### config.mk
export PLATFORM = sky130hd
export DESIGN_NAME = slc_sysctl
export DESIGN_NICKNAME = d
export VERILOG_FILES = /design/src/slc_pkg.sv /design/src/slc_sysctl.sv /design/src/slc_sync.sv /design/src/slc_i2c_slave.sv
export SDC_FILE = /design/constraint.sdc
export NUM_CORES = 1
export LEC_CHECK = 0
export BUFFER_PORTS_ARGS = -buffer_cell sky130_fd_sc_hd__buf_4
export CAP_MARGIN = 10
export CORE_UTILIZATION = 61
export CTS_CLUSTER_SIZE = 16
export DETAILED_ROUTE_END_ITERATION = 7
export PLACE_DENSITY_LB_ADDON = 0.08
export SYNTH_ARGS = -nofsm -noshare
export SYNTH_HDL_FRONTEND = slang
export SYNTH_SLANG_ARGS = --single-unit
### constraint.sdc
create_clock -name MCLK -period 3.02 [get_ports MCLK]
set_input_delay 0.151 -clock MCLK [delete_from_list [all_inputs] [get_ports MCLK]]
set_output_delay 0.151 -clock MCLK [all_outputs]
set_load 0.1 [all_outputs]
### src/slc_pkg.sv
// system-control constants, register map and state types
// assumes a single 20 MHz system clock domain
package slc_pkg;
  localparam logic [7:0] A_SRST = 8'h01;
  localparam logic [7:0] A_GCR  = 8'h02;
  localparam logic [7:0] A_ICR  = 8'h08;
  localparam logic [7:0] A_IER  = 8'h09;
  localparam logic [7:0] A_ISR  = 8'h0A;
  localparam logic [7:0] A_UVT  = 8'h10;
  localparam logic [7:0] SRST_KEY = 8'h55;
  localparam logic [7:0] GCR_RST  = 8'h00;
  localparam logic [7:0] ICR_RST  = 8'h00;
  localparam logic [7:0] IER_RST  = 8'h00;
  localparam logic [7:0] ISR_RST  = 8'h00;
  localparam logic [7:0] UVT_RST  = 8'h03;
  // global control fields
  localparam int GC_CHIP = 0;
  localparam int GC_UNDERVOLTAGE_MONITOR_ENABLE = 1;
  localparam int GC_UVPE = 2;
  localparam int GC_OVERTEMP_MONITOR_DISABLE = 3;
  localparam int GC_OVERTEMP_PROTECT_DISABLE = 4;
  // interrupt control fields
  localparam int IC_MODE = 0;
  localparam int IC_WLO  = 1;
  localparam int IC_WHI  = 3;
  // status bit positions
  localparam int IS_UV = 0;
  localparam int IS_OT = 1;
  localparam int NSRC  = 8;
  // slave addresses, address-select low and high
  localparam logic [6:0] DEV_ADDR_LO = 7'h6A;
  localparam logic [6:0] DEV_ADDR_HI = 7'h6B;
  // irq pulse width unit
  localparam int CLK_NS       = 50;
  localparam int PULSE_UNIT_NS = 1000;
  localparam logic [7:0] PULSE_UNIT_CYC =
    8'((PULSE_UNIT_NS + CLK_NS - 1) / CLK_NS);
  typedef enum logic [1:0] {PM_SHUT, PM_STBY, PM_ACT} slc_pm_e;
  typedef enum logic [3:0] {
    I_IDLE, I_DEV, I_DACK, I_REG, I_RACK, I_WR, I_WACK, I_TX, I_MACK
  } slc_i2c_e;
endpackage

### src/slc_sysctl.sv
// system control: power states, monitors, soft reset, irq pin
// assumes pins and comparators asynchronous, ext events on MCLK
// Operation
// - power-up reset returns registers to defaults and keeps LEDs off.
// - supply or regulator power-on-reset comparator resets whole device.
// - enable low keeps shutdown, circuits idle, serial port unresponsive.
// - enable high gives standby: oscillator off, regulator low, port open.
// - chip-active bit written 1 in standby moves to active.
// - chip-active bit cleared in active returns to standby, LEDs off.
// - writing 0x55 to soft reset register resets the whole device.
// - supply below threshold register level sets the undervoltage flag.
// - reading interrupt status clears its flags.
// - undervoltage with monitor and protect enabled clears active, halts.
// - undervoltage monitor and protect enables reset to zero.
// - overtemperature at 150C sets flag, releases 20 degrees lower.
// - two bits disable overtemp monitor and protect, enabled by default.
// - overtemp with protection clears chip-active, halts, forces standby.
// - interrupt only when a flag and its enable are both set.
// - level mode holds irq low until status is read.
// - pulse mode gives one low pulse per interrupt, width programmable.
// - eight interrupt sources each with its own enable bit.
// - slave address 0x6A or 0x6B by select pin; lsb is direction.
// - fast mode i2c slave on open-drain clock and data.
// - enable at ground holds the whole device in reset.
// - register pointer follows address byte, advances after each data.
// - reads advance pointer after each master ack.
module slc_sysctl (
  input  wire logic       MCLK,
  input  wire logic       RST,
  input  wire logic       EN,
  input  wire logic       AD,
  input  wire logic       POR_VBAT_LOW,
  input  wire logic       POR_LDO_LOW,
  input  wire logic       UV_TRIP,
  input  wire logic       TEMP_HOT,
  input  wire logic       TEMP_WARM,
  input  wire logic       SCL,
  input  wire logic       SDA_I,
  input  wire logic [5:0] EVT_EXT,
  output logic            SDA_O,
  output logic            SDA_OE,
  output logic            IRQ_OUT_N_O,
  output logic            IRQ_OUT_N_OE,
  output logic            OSC_EN,
  output logic            LDO_FULL,
  output logic            LED_DRV_EN,
  output logic            EFFECT_HALT,
  output logic      [7:0] UV_THRESHOLD
);
  slc_pkg::slc_pm_e pm_q;
  logic       en_s, ad_s, pvb_s, pld_s, uv_s, hot_s, warm_s;
  logic       scl_s, sda_s;
  logic       rst_q, srst_q;
  logic [7:0] gcr_q, icr_q, ier_q, isr_q;
  logic       ot_q, ot_p, uv_p;
  logic [7:0] pcnt_q, pcnt_d;
  logic       wr_stb, rd_stb;
  logic [7:0] reg_addr, wr_data, rd_data;
  logic [7:0] src;
  logic       rd_clr, prot, pend, trig, ev_uv, ev_ot;

  function automatic logic [7:0] pulse_cycles(input logic [7:0] interrupt_control);
    logic [7:0] code;
    code = {5'h00, interrupt_control[slc_pkg::IC_WHI:slc_pkg::IC_WLO]} + 8'h01;
    return 8'(code * slc_pkg::PULSE_UNIT_CYC);
  endfunction

  slc_sync #(.W(9)) u_sync (
    .clk (MCLK),
    .rst (RST),
    .d   ({EN, AD, POR_VBAT_LOW, POR_LDO_LOW, UV_TRIP, TEMP_HOT,
           TEMP_WARM, SCL, SDA_I}),
    .q   ({en_s, ad_s, pvb_s, pld_s, uv_s, hot_s, warm_s, scl_s, sda_s})
  );

  slc_i2c_slave u_i2c (
    .clk      (MCLK),
    .rst      (rst_q),
    .scl      (scl_s),
    .sda      (sda_s),
    .ad       (ad_s),
    .rd_data  (rd_data),
    .sda_oe   (SDA_OE),
    .wr_stb   (wr_stb),
    .rd_stb   (rd_stb),
    .reg_addr (reg_addr),
    .wr_data  (wr_data)
  );

  always_ff @(posedge MCLK) begin
    if (RST) rst_q <= 1'b1;
    else     rst_q <= pvb_s | pld_s | ~en_s | srst_q;
  end

  always_ff @(posedge MCLK) begin
    if (RST) srst_q <= 1'b0;
    else srst_q <= wr_stb && reg_addr == slc_pkg::A_SRST &&
                   wr_data == slc_pkg::SRST_KEY;
  end

  always_ff @(posedge MCLK) begin
    if (rst_q) pm_q <= slc_pkg::PM_SHUT;
    else begin
      unique case (pm_q)
        slc_pkg::PM_SHUT: pm_q <= slc_pkg::PM_STBY;
        slc_pkg::PM_STBY: if (gcr_q[slc_pkg::GC_CHIP])
          pm_q <= slc_pkg::PM_ACT;
        slc_pkg::PM_ACT: if (!gcr_q[slc_pkg::GC_CHIP])
          pm_q <= slc_pkg::PM_STBY;
        // unused fourth code falls back to shutdown
        default: pm_q <= slc_pkg::PM_SHUT;
      endcase
    end
  end

  always_ff @(posedge MCLK) begin
    if (rst_q) begin
      OSC_EN      <= 1'b0;
      LDO_FULL    <= 1'b0;
      LED_DRV_EN  <= 1'b0;
      EFFECT_HALT <= 1'b0;
      SDA_O       <= 1'b0;
      IRQ_OUT_N_O <= 1'b0;
    end else begin
      OSC_EN      <= pm_q == slc_pkg::PM_ACT;
      LDO_FULL    <= pm_q == slc_pkg::PM_ACT;
      LED_DRV_EN  <= pm_q == slc_pkg::PM_ACT;
      EFFECT_HALT <= prot & gcr_q[slc_pkg::GC_CHIP];
      SDA_O       <= 1'b0;
      IRQ_OUT_N_O <= 1'b0;
    end
  end

  assign prot = (uv_s & gcr_q[slc_pkg::GC_UNDERVOLTAGE_MONITOR_ENABLE] & gcr_q[slc_pkg::GC_UVPE])
              | (ot_q & ~gcr_q[slc_pkg::GC_OVERTEMP_PROTECT_DISABLE]);

  always_ff @(posedge MCLK) begin
    if (rst_q) begin
      gcr_q        <= slc_pkg::GCR_RST;
      icr_q        <= slc_pkg::ICR_RST;
      ier_q        <= slc_pkg::IER_RST;
      UV_THRESHOLD <= slc_pkg::UVT_RST;
    end else begin
      if (wr_stb) begin
        unique case (reg_addr)
          slc_pkg::A_GCR: gcr_q        <= wr_data;
          slc_pkg::A_ICR: icr_q        <= wr_data;
          slc_pkg::A_IER: ier_q        <= wr_data;
          slc_pkg::A_UVT: UV_THRESHOLD <= wr_data;
          default: ;
        endcase
      end
      if (prot) gcr_q[slc_pkg::GC_CHIP] <= 1'b0;
    end
  end

  always_ff @(posedge MCLK) begin
    if (rst_q) begin
      ot_q <= 1'b0;
      ot_p <= 1'b0;
      uv_p <= 1'b0;
    end else begin
      if (hot_s)       ot_q <= 1'b1;
      else if (!warm_s) ot_q <= 1'b0;
      ot_p <= ot_q;
      uv_p <= uv_s;
    end
  end

  assign ev_uv = uv_s & ~uv_p & gcr_q[slc_pkg::GC_UNDERVOLTAGE_MONITOR_ENABLE];
  assign ev_ot = ot_q & ~ot_p & ~gcr_q[slc_pkg::GC_OVERTEMP_MONITOR_DISABLE];
  assign src   = {EVT_EXT, ev_ot, ev_uv};
  assign rd_clr = rd_stb && reg_addr == slc_pkg::A_ISR;

  for (genvar g = 0; g < slc_pkg::NSRC; g++) begin : g_isr
    always_ff @(posedge MCLK) begin
      if (rst_q) isr_q[g] <= slc_pkg::ISR_RST[g];
      else       isr_q[g] <= src[g] | (isr_q[g] & ~rd_clr);
    end
  end

  always_comb begin
    unique case (reg_addr)
      slc_pkg::A_GCR: rd_data = gcr_q;
      slc_pkg::A_ICR: rd_data = icr_q;
      slc_pkg::A_IER: rd_data = ier_q;
      slc_pkg::A_ISR: rd_data = isr_q;
      slc_pkg::A_UVT: rd_data = UV_THRESHOLD;
      default:        rd_data = 8'h00;
    endcase
  end

  assign pend = |(isr_q & ier_q);
  assign trig = |(src & ier_q);

  always_comb begin
    if (icr_q[slc_pkg::IC_MODE] && trig && pcnt_q == 8'h00)
      pcnt_d = pulse_cycles(icr_q);
    else if (pcnt_q != 8'h00)
      pcnt_d = pcnt_q - 8'h01;
    else
      pcnt_d = 8'h00;
  end

  always_ff @(posedge MCLK) begin
    if (rst_q) begin
      pcnt_q       <= 8'h00;
      IRQ_OUT_N_OE <= 1'b0;
    end else begin
      pcnt_q       <= pcnt_d;
      IRQ_OUT_N_OE <= icr_q[slc_pkg::IC_MODE] ? pcnt_d != 8'h00 : pend;
    end
  end
endmodule // slc_sysctl

### src/slc_sync.sv
// two-flop synchroniser for a group of unrelated levels
// assumes each bit is an independent asynchronous level
module slc_sync #(
  parameter int W = 1
) (
  input  wire logic         clk,
  input  wire logic         rst,
  input  wire logic [W-1:0] d,
  output logic      [W-1:0] q
);
  logic [W-1:0] meta_q;

  always_ff @(posedge clk) begin
    if (rst) begin
      meta_q <= '0;
      q      <= '0;
    end else begin
      meta_q <= d;
      q      <= meta_q;
    end
  end
endmodule // slc_sync

### src/slc_i2c_slave.sv
// i2c slave byte engine with auto-incrementing register pointer
// assumes scl and sda already synchronised to clk
module slc_i2c_slave (
  input  wire logic       clk,
  input  wire logic       rst,
  input  wire logic       scl,
  input  wire logic       sda,
  input  wire logic       ad,
  input  wire logic [7:0] rd_data,
  output logic            sda_oe,
  output logic            wr_stb,
  output logic            rd_stb,
  output logic      [7:0] reg_addr,
  output logic      [7:0] wr_data
);
  slc_pkg::slc_i2c_e st_q;
  logic       scl_p;
  logic       sda_p;
  logic [3:0] cnt_q;
  logic [7:0] sr_q;
  logic [7:0] tx_q;
  logic       rw_q;
  logic       mack_q;
  logic       scl_r;
  logic       scl_f;
  logic       start;
  logic       stop;
  logic [6:0] my_addr;

  assign scl_r = scl & ~scl_p;
  assign scl_f = ~scl & scl_p;
  assign start = scl & scl_p & sda_p & ~sda;
  assign stop  = scl & scl_p & ~sda_p & sda;
  assign my_addr = ad ? slc_pkg::DEV_ADDR_HI : slc_pkg::DEV_ADDR_LO;

  always_ff @(posedge clk) begin
    if (rst) begin
      scl_p <= 1'b1;
      sda_p <= 1'b1;
    end else begin
      scl_p <= scl;
      sda_p <= sda;
    end
  end

  always_ff @(posedge clk) begin
    if (rst) begin
      st_q     <= slc_pkg::I_IDLE;
      cnt_q    <= 4'h0;
      sr_q     <= 8'h00;
      tx_q     <= 8'h00;
      rw_q     <= 1'b0;
      mack_q   <= 1'b0;
      sda_oe   <= 1'b0;
      wr_stb   <= 1'b0;
      rd_stb   <= 1'b0;
      reg_addr <= 8'h00;
      wr_data  <= 8'h00;
    end else begin
      wr_stb <= 1'b0;
      rd_stb <= 1'b0;
      if (rd_stb) begin
        tx_q   <= rd_data;
        sda_oe <= ~rd_data[7];
      end
      if (stop) begin
        st_q   <= slc_pkg::I_IDLE;
        sda_oe <= 1'b0;
      end else if (start) begin
        st_q   <= slc_pkg::I_DEV;
        cnt_q  <= 4'h0;
        sda_oe <= 1'b0;
      end else if (scl_r) begin
        if (st_q == slc_pkg::I_DEV || st_q == slc_pkg::I_REG ||
            st_q == slc_pkg::I_WR) begin
          sr_q  <= {sr_q[6:0], sda};
          cnt_q <= cnt_q + 4'h1;
        end
        if (st_q == slc_pkg::I_MACK) mack_q <= ~sda;
      end else if (scl_f) begin
        unique case (st_q)
          slc_pkg::I_IDLE: ;
          slc_pkg::I_DEV: if (cnt_q == 4'h8) begin
            if (sr_q[7:1] == my_addr) begin
              st_q   <= slc_pkg::I_DACK;
              sda_oe <= 1'b1;
              rw_q   <= sr_q[0];
            end else begin
              st_q <= slc_pkg::I_IDLE;
            end
          end
          slc_pkg::I_DACK: begin
            sda_oe <= 1'b0;
            cnt_q  <= 4'h0;
            if (rw_q) begin
              st_q   <= slc_pkg::I_TX;
              rd_stb <= 1'b1;
            end else begin
              st_q <= slc_pkg::I_REG;
            end
          end
          slc_pkg::I_REG: if (cnt_q == 4'h8) begin
            reg_addr <= sr_q;
            st_q     <= slc_pkg::I_RACK;
            sda_oe   <= 1'b1;
          end
          slc_pkg::I_RACK: begin
            sda_oe <= 1'b0;
            cnt_q  <= 4'h0;
            st_q   <= slc_pkg::I_WR;
          end
          slc_pkg::I_WR: if (cnt_q == 4'h8) begin
            wr_stb  <= 1'b1;
            wr_data <= sr_q;
            st_q    <= slc_pkg::I_WACK;
            sda_oe  <= 1'b1;
          end
          slc_pkg::I_WACK: begin
            reg_addr <= reg_addr + 8'h01;
            sda_oe   <= 1'b0;
            cnt_q    <= 4'h0;
            st_q     <= slc_pkg::I_WR;
          end
          slc_pkg::I_TX: if (cnt_q == 4'h7) begin
            st_q   <= slc_pkg::I_MACK;
            sda_oe <= 1'b0;
          end else begin
            cnt_q  <= cnt_q + 4'h1;
            tx_q   <= {tx_q[6:0], 1'b0};
            sda_oe <= ~tx_q[6];
          end
          slc_pkg::I_MACK: if (mack_q) begin
            reg_addr <= reg_addr + 8'h01;
            st_q     <= slc_pkg::I_TX;
            cnt_q    <= 4'h0;
          end else begin
            st_q <= slc_pkg::I_IDLE;
          end
          default: st_q <= slc_pkg::I_IDLE;
        endcase
      end
      if (scl_f && st_q == slc_pkg::I_MACK && mack_q) rd_stb <= 1'b1;
    end
  end
endmodule // slc_i2c_slave

==> flow_summary.ini, run 1 <==
[outcome]
result_of_the_run = finished, final reports clean

[critical_path]
timing.critical_path.required_ps = 3380
regToRegSetupSlack_ps = 680
rr_endpoint = IRQ_OUT_N_OE
timing.rr.start = icr_q[1]
critPathMaxFanout = 4
data_arrival_at_the_endpoint_of_the_critical_path_ps = 2700
worstSetupPathType = flop to flop
worstRegToRegCells = 8
timing.critical_path.from_type = flop
end_kind = flop

[synthesis]
synth.ff_latch_count = 122
synth_sequential_area_ratio = 0.420
yosysWarnings = 0
synth_top_family_by_area = simple AND/OR/NAND/NOR gates
synth_area_um2 = 5820
synth.area.mux_share = 0.0673
synth_adder_area_share = 0.0288
synth-compound-area-share = 0.167
synthArstFlopShare = 0
synthesis.instances = 657
synth_edf_count = 0
post_synth.cell_area_avg_um2 = 8.86
synth_top_cells_by_area = dfxtp_1 (42%), mux2i_1 (6.5%), a21oi_1 (4.6%)
yosys.area_share.simple = 0.247
synth_xor_area_frac = 0.0135
synth.top_cell.area_share = 0.420
leading_area_contributor_after_synthesis = dfxtp_1
prevailing_post_synth_register_cell = dfxtp_1
ys_types = 81

[global_routing]
global_route.overflow_total = 0
antenna_violations_before_repair = 0
grt_pass1_wl_um = 24100
grt_max_degree = 82
gr-usage-all-layers = 0.315
via_count_of_the_first_global_routing_pass = 4759

[timing]
finalCriticalPeriod_ps = 2340
worstMarginPinSlew_ps = 849
layout_worst_path_cycle_share = 0.773
hold_violations = 0
rsz0062_at_grt = no
tns_ps = 0
clock_skew_ps = 9.39
finalSetupViolations = 0
timing.fmax_mhz = 428
maxSlewHeadroom = 0.434
finalMaxSlewViolations = 0
post-route-worst-setup-slack_ps = 684

[min_path]
hold_path_class = primary input to flop
hold_crit_depth = 4
holdCritStartpoint = EVT_EXT[1]
hold_worst_path_end = isr_q[3]

[placed_design]
gp_routability_congestion = 0.886
portBuffers = 30
preCtsSetupSlack_ps = 710
detailedPlacementHpwl_um = 9690

[die]
die_h_um = 99.7
placeableCoreArea_um2 = 9240
ios = 33
initial_core_util = 0.630
rows = 35
die-area_um2 = 9930
floorplan.die.width_um = 99.7

[clocking]
postCtsSetupBuffers = 0
worst_case_clock_buffer_depth = 2
cts_repair_resize_count = 0
cts_inserted_buffers = 17
cts.sinks = 122
cts_htree_levels = 4
cts.reportedPaths.clkPinSlew_ps = 60
worst_skew_pair.late_latency_ps = 520
cts_tree = done
cts.root.buffer_cell = clkbuf_8

[pwr]
cell_int_power_w = 0.00290
lkg_pwr_nw = 2.51
seq_power_share = 0.439
power_density_over_cell_area_nw_per_um2 = 541
clkPwrFrac = 0.534
irDropWorstVdd_v = 0.000707
net-switching-power_w = 0.000816
power_frac_comb = 0.026
p_sw_frac = 0.220

[detailed_routing]
final_antenna_net_count = 0
route.detailed.vias_per_inst = 5.92
drt_first_pass_iters = 6
avgRoutedWirePerCell_um = 17.4
detailroute.via_count = 4963
drt_iter0_drc = 461
drc = 0
detail_route.wirelength_um = 14600

[finish]
final_nets = 726
ant_diodes = 0
area_growth_syn_to_layout_pct = 18.0
most-common-layout-cells = dfxtp_1 (121), nor2_1 (63), a21oi_1 (53)
drive_gt1_frac = 0.128
layout_commonest_cell = dfxtp_1
num-fill-cells = 672

[run]
cap_viol_max_count = 0
-- worst max-delay path: stages, from the launching register on --
cell      delay (ps)
dfxtp_1          340
ha_1             340
ha_1             310
ha_1             150
inv_1             50
fa_1             470
and4b_1          180
a21oi_1          210
a311oi_2         130
-- final cells by class --
cell class,instances,area (um^2),area share
Inverter,25,93.8,0.0137
Sequential cell,122,2440,0.356
Tap cell,129,161,0.0235
Timing Repair Buffer,61,520,0.0758
Clock inverter,12,139,0.0202
Clock buffer,20,445,0.0649
Multi-Input combinational cell,470,3060,0.446
-- through the flow --
stage                      util  cell area [um^2]  total power, W  hold WS [ps]  instances
final                     0.743              6870         0.00371           408        839
after detailed placement  0.653              6030         0.00174           367        782
after floorplan               -              5820         0.00171           268        658
after global routing      0.743              6870         0.00382           402        839
after global placement    0.653              6030         0.00173           364        782
after CTS                 0.743              6870         0.00372           384        839
-- worst max-delay path by stage --
stage / startpoint / end / slack (ps) / cells past startpoint
2_1_floorplan: icr_q[1] / IRQ_OUT_N_OE / 870 / 8
3_3_place_gp: icr_q[1] / IRQ_OUT_N_OE / 800 / 8
3_5_place_dp: icr_q[1] / IRQ_OUT_N_OE / 710 / 8
4_1_cts: icr_q[1] / IRQ_OUT_N_OE / 690 / 8
5_1_grt: icr_q[1] / IRQ_OUT_N_OE / 490 / 9
6_report: icr_q[1] / IRQ_OUT_N_OE / 680 / 8
-- Yosys cell counts (7+ instances only) --
cell type	count
nor2_1	63
inv_1	24
a221o_1	7
nor2b_1	26
a21oi_1	53
nand3_1	49
o21ai_0	16
nand2_1	44
a21o_1	7
mux2i_1	38
clkbuf_1	18
o22ai_1	7
nor3_1	10
buf_2	10
ha_1	11
dfxtp_1	122
and3_1	7
a211oi_1	12
-- power by group through the flow --
| stage | Sequential (W) | Clock, W | Combinational [W] |
|---|---|---|---|
| final | 0.00163 | 0.00198 | 0.0000979 |
| after global placement | 0.00167 | 0 | 0.0000685 |
| after floorplan | 0.00166 | 0 | 0.0000473 |
| after detailed placement | 0.00167 | 0 | 0.0000699 |
| after CTS | 0.00163 | 0.00200 | 0.0000948 |
| after global routing | 0.00163 | 0.00209 | 0.000105 |
-- cells by family after synthesis --
logic type / count (synthesis)
mux: 39
flops: 122
simple gates: 260
xor+xnor: 9
compound gates: 147
buf+inv: 66
other cells: 1
fa+ha+maj: 13
-- flip-flops by register name, indices dropped and copies added, names as in the netlist, 2 cells and up --
| register | cells |
|---|---|
| pcnt_q | 8 |
| u_i2c.sr_q | 8 |
| u_i2c.tx_q | 7 |
| ier_q | 8 |
| u_sync.meta_q | 9 |
| UV_THRESHOLD | 8 |
| pm_q | 2 |
| icr_q | 8 |
| isr_q | 8 |
| u_sync.q | 9 |
| u_i2c.wr_data | 8 |
| u_i2c.reg_addr | 8 |
| gcr_q | 8 |
| u_i2c.cnt_q | 4 |
| u_i2c.st_q | 4 |
-- routing by layer --
metal	up-vias	wire length, um	GRT usage
met2	189	6810	0.491
met1	2329	6370	0.419
met3	28	1050	0.0710
li1	2417	-	-
met5	-	0	0
met4	0	350	0.136
-- timing repair --
item | in CTS | in global routing
hold buffers | 25 | 0
hold endpoints to repair | 25 | 0
setup endpoints to repair | 0 | 0
Note: power is estimated with default switching activity, not from simulation.
==> run 2: changes to the inputs <==
--- a/config.mk
+++ b/config.mk
@@ -5,6 +5,7 @@
 export SDC_FILE = /design/constraint.sdc
 export NUM_CORES = 1
 export LEC_CHECK = 0
+export ABC_AREA = 1
 export BUFFER_PORTS_ARGS = -buffer_cell sky130_fd_sc_hd__buf_4
 export CAP_MARGIN = 10
 export CORE_UTILIZATION = 61
==> constraint.sdc (replaced) <==
create_clock -name MCLK -period 2.4 [get_ports MCLK]
set_input_delay 0.12 -clock MCLK [delete_from_list [all_inputs] [get_ports MCLK]]
set_output_delay 0.12 -clock MCLK [all_outputs]
set_load 0.1 [all_outputs]
==> flow_summary.ini, run 2 <==
[die]
ios = 33
rows = 34
die_h_um = 98.0
initial_core_util = 0.638
placeableCoreArea_um2 = 8810
floorplan.die.width_um = 98.0
die-area_um2 = 9600

[outcome]
result_of_the_run = finished with violations
violations_in_the_final_reports = DRC

[critical_path]
worstSetupPathType = flop to flop
timing.rr.start = icr_q[1]
end_kind = flop
timing.critical_path.cells = ha_2 -> xnor2_2 -> inv_1 -> ha_1 -> ha_1 -> inv_1 -> fa_1 -> xor2_1 -> nand3_1 -> o21ai_0 -> inv_1 -> nand2_1 -> nor2_1 -> nor2_1
regToRegSetupSlack_ps = 180
timing.critical_path.slowest_cell_delay_ps = 370
critPathMaxFanout = 5
worstRegToRegCells = 14
crit_path_frequent_cell = inv_1
timing.critical_path.required_ps = 2810
crit_end = IRQ_OUT_N_OE
data_arrival_at_the_endpoint_of_the_critical_path_ps = 2630
crit_path_top_delay_cell = fa_1
startpoint = icr_q[1]
timing.critical_path.from_type = flop
rr_endpoint = IRQ_OUT_N_OE

[finish]
most-common-layout-cells = nand2_1 (144), dfxtp_1 (120), inv_1 (120)
layout_commonest_cell = nand2_1
layout.cell_area.non_filler_um2 = 6750
area_growth_syn_to_layout_pct = 20.1
num-fill-cells = 643
drive_gt1_frac = 0.111
final_util = 0.766
reg.largest.list = u_sync.meta_q (9), u_sync.q (9)
ant_diodes = 0
final_nets = 879

[placed_design]
detailedPlacementHpwl_um = 9560
gp_routability_congestion = 0.936
portBuffers = 30
dpl-instance-area_um2 = 5920

[synthesis]
yosysWarnings = 0
synthesis.instances = 791
prevailing_post_synth_register_cell = dfxtp_1
post-synth-top-count-cell = nand2_1
synth_edf_count = 0
synth_area_um2 = 5620
ys_types = 43
synth.ff_latch_count = 122
synth_sequential_area_ratio = 0.435
synth.top_cell.area_share = 0.435
synth_top_cells_by_area = dfxtp_1 (43%), nand2_1 (9.6%), inv_1 (8.0%)
synth_commonest_cells = nand2_1 (144), dfxtp_1 (122), inv_1 (120)
synthArstFlopShare = 0
leading_area_contributor_after_synthesis = dfxtp_1
post_synth.cell_area_avg_um2 = 7.10

[timing]
finalCriticalPeriod_ps = 2220
tns_ps = 0
hold_violations = 0
finalSetupViolations = 0
rsz0062_at_grt = no
layout_worst_path_cycle_share = 0.926
timing.fmax_mhz = 450
finalMaxSlewViolations = 0
maxSlewHeadroom = 0.542
clock_skew_ps = 9.81
worstMarginPinSlew_ps = 682

[clocking]
cts_inserted_buffers = 17
cts.sinks = 122
cts.root.buffer_cell = clkbuf_8
worst_skew_pair.late_latency_ps = 520
worst_case_clock_buffer_depth = 2
cts.reportedPaths.clkPinSlew_ps = 60
cts_tree = done
cts_htree_levels = 4

[global_routing]
grt_max_degree = 68
via_count_of_the_first_global_routing_pass = 5267
gr-usage-all-layers = 0.322
global_route.overflow_total = 0
grt_pass1_wl_um = 24500
antenna_violations_before_repair = 0

[detailed_routing]
final_antenna_net_count = 0
avgRoutedWirePerCell_um = 14.7
drt_first_pass_iters = 8
route.detailed.vias_per_inst = 5.55
drc = 3
drt_iter0_drc = 472
detailroute.via_count = 5381
detail_route.wirelength_um = 14300

[pwr]
power_density_over_cell_area_nw_per_um2 = 684
lkg_pwr_nw = 2.82
irDropWorstVdd_v = 0.000729

[min_path]
hold_path_class = primary input to flop

[run]
cap_viol_max_count = 0
[run 2: metrics by stage]
stage | setup WS [ps] | instances | hold WS, ps | total power [W]
floorplan | 322 | 792 | 227 | 0.00216
global placement | 244 | 914 | 319 | 0.00218
detailed placement | 124 | 914 | 327 | 0.00219
CTS | 118 | 969 | 342 | 0.00462
global route | 31.8 | 969 | 374 | 0.00474
finish | 178 | 969 | 359 | 0.00462
[run 2: worst min-delay path by stage]
stage                           start                to  slack (ps)  cells after the start
after global routing       EVT_EXT[2]          isr_q[4]         370                      4
after detailed placement           AD  u_sync.meta_q[7]         330                      3
after floorplan                 SDA_I  u_sync.meta_q[0]         230                      2
final                      EVT_EXT[0]          isr_q[2]         360                      4
after global placement    POR_LDO_LOW  u_sync.meta_q[5]         320                      3
after CTS                  EVT_EXT[0]          isr_q[2]         340                      4
[run 2: kinds of logic after synthesis]
kind of cell | share of synthesized area
AOI/OAI and AO/OA | 0.180
xor gates and xnor gates | 0.00935
adders and majority gates | 0.0281
buffers and inverters | 0.107
DFF | 0.435
other | 0.000668
and+or+nand+nor | 0.240
[run 2: final cells by class]
class	instances	area (um^2)	share of cell area
multi-input cells	520	2590	0.384
repair buffers	65	551	0.0816
well taps	108	135	0.0200
clock buffers	17	414	0.0614
inverters	124	465	0.0690
flip-flops and latches	122	2440	0.362
clock inverters	13	146	0.0217
[run 2: per-layer routing]
layer,GRT usage,wire length (um),part of all wire,vias to the layer above
met1,0.406,6200,0.43,2448
met4,0.131,329,0.023,0
li1,-,-,-,2667
met5,0,0,0,-
met2,0.533,6750,0.47,227
met3,0.0766,1000,0.070,39
[run 2: critical path: cells and delay by family, from the launching register on]
family                   cells  cell delay, ps
AND/OR/NAND/NOR              4             300
XOR/XNOR                     2             320
flip-flops                   1             340
adder cells (fa/ha/maj)      4             870
buffers and inverters        3             200
AO/OA/AOI/OAI                1              80
[run 2: power breakdown]
group	switching, W	internal (W)
sequential	0.00000931	0.00204
clock	0.000963	0.00147
combinational	0.0000664	0.0000601
[run 2: repair_timing]
action                                 4_1_cts  5_1_grt
setup buffers                                0        0
setup endpoints to repair                    0        1
hold buffers                                25        0
resized for setup                            0        4
endpoints found under the hold margin       24        0
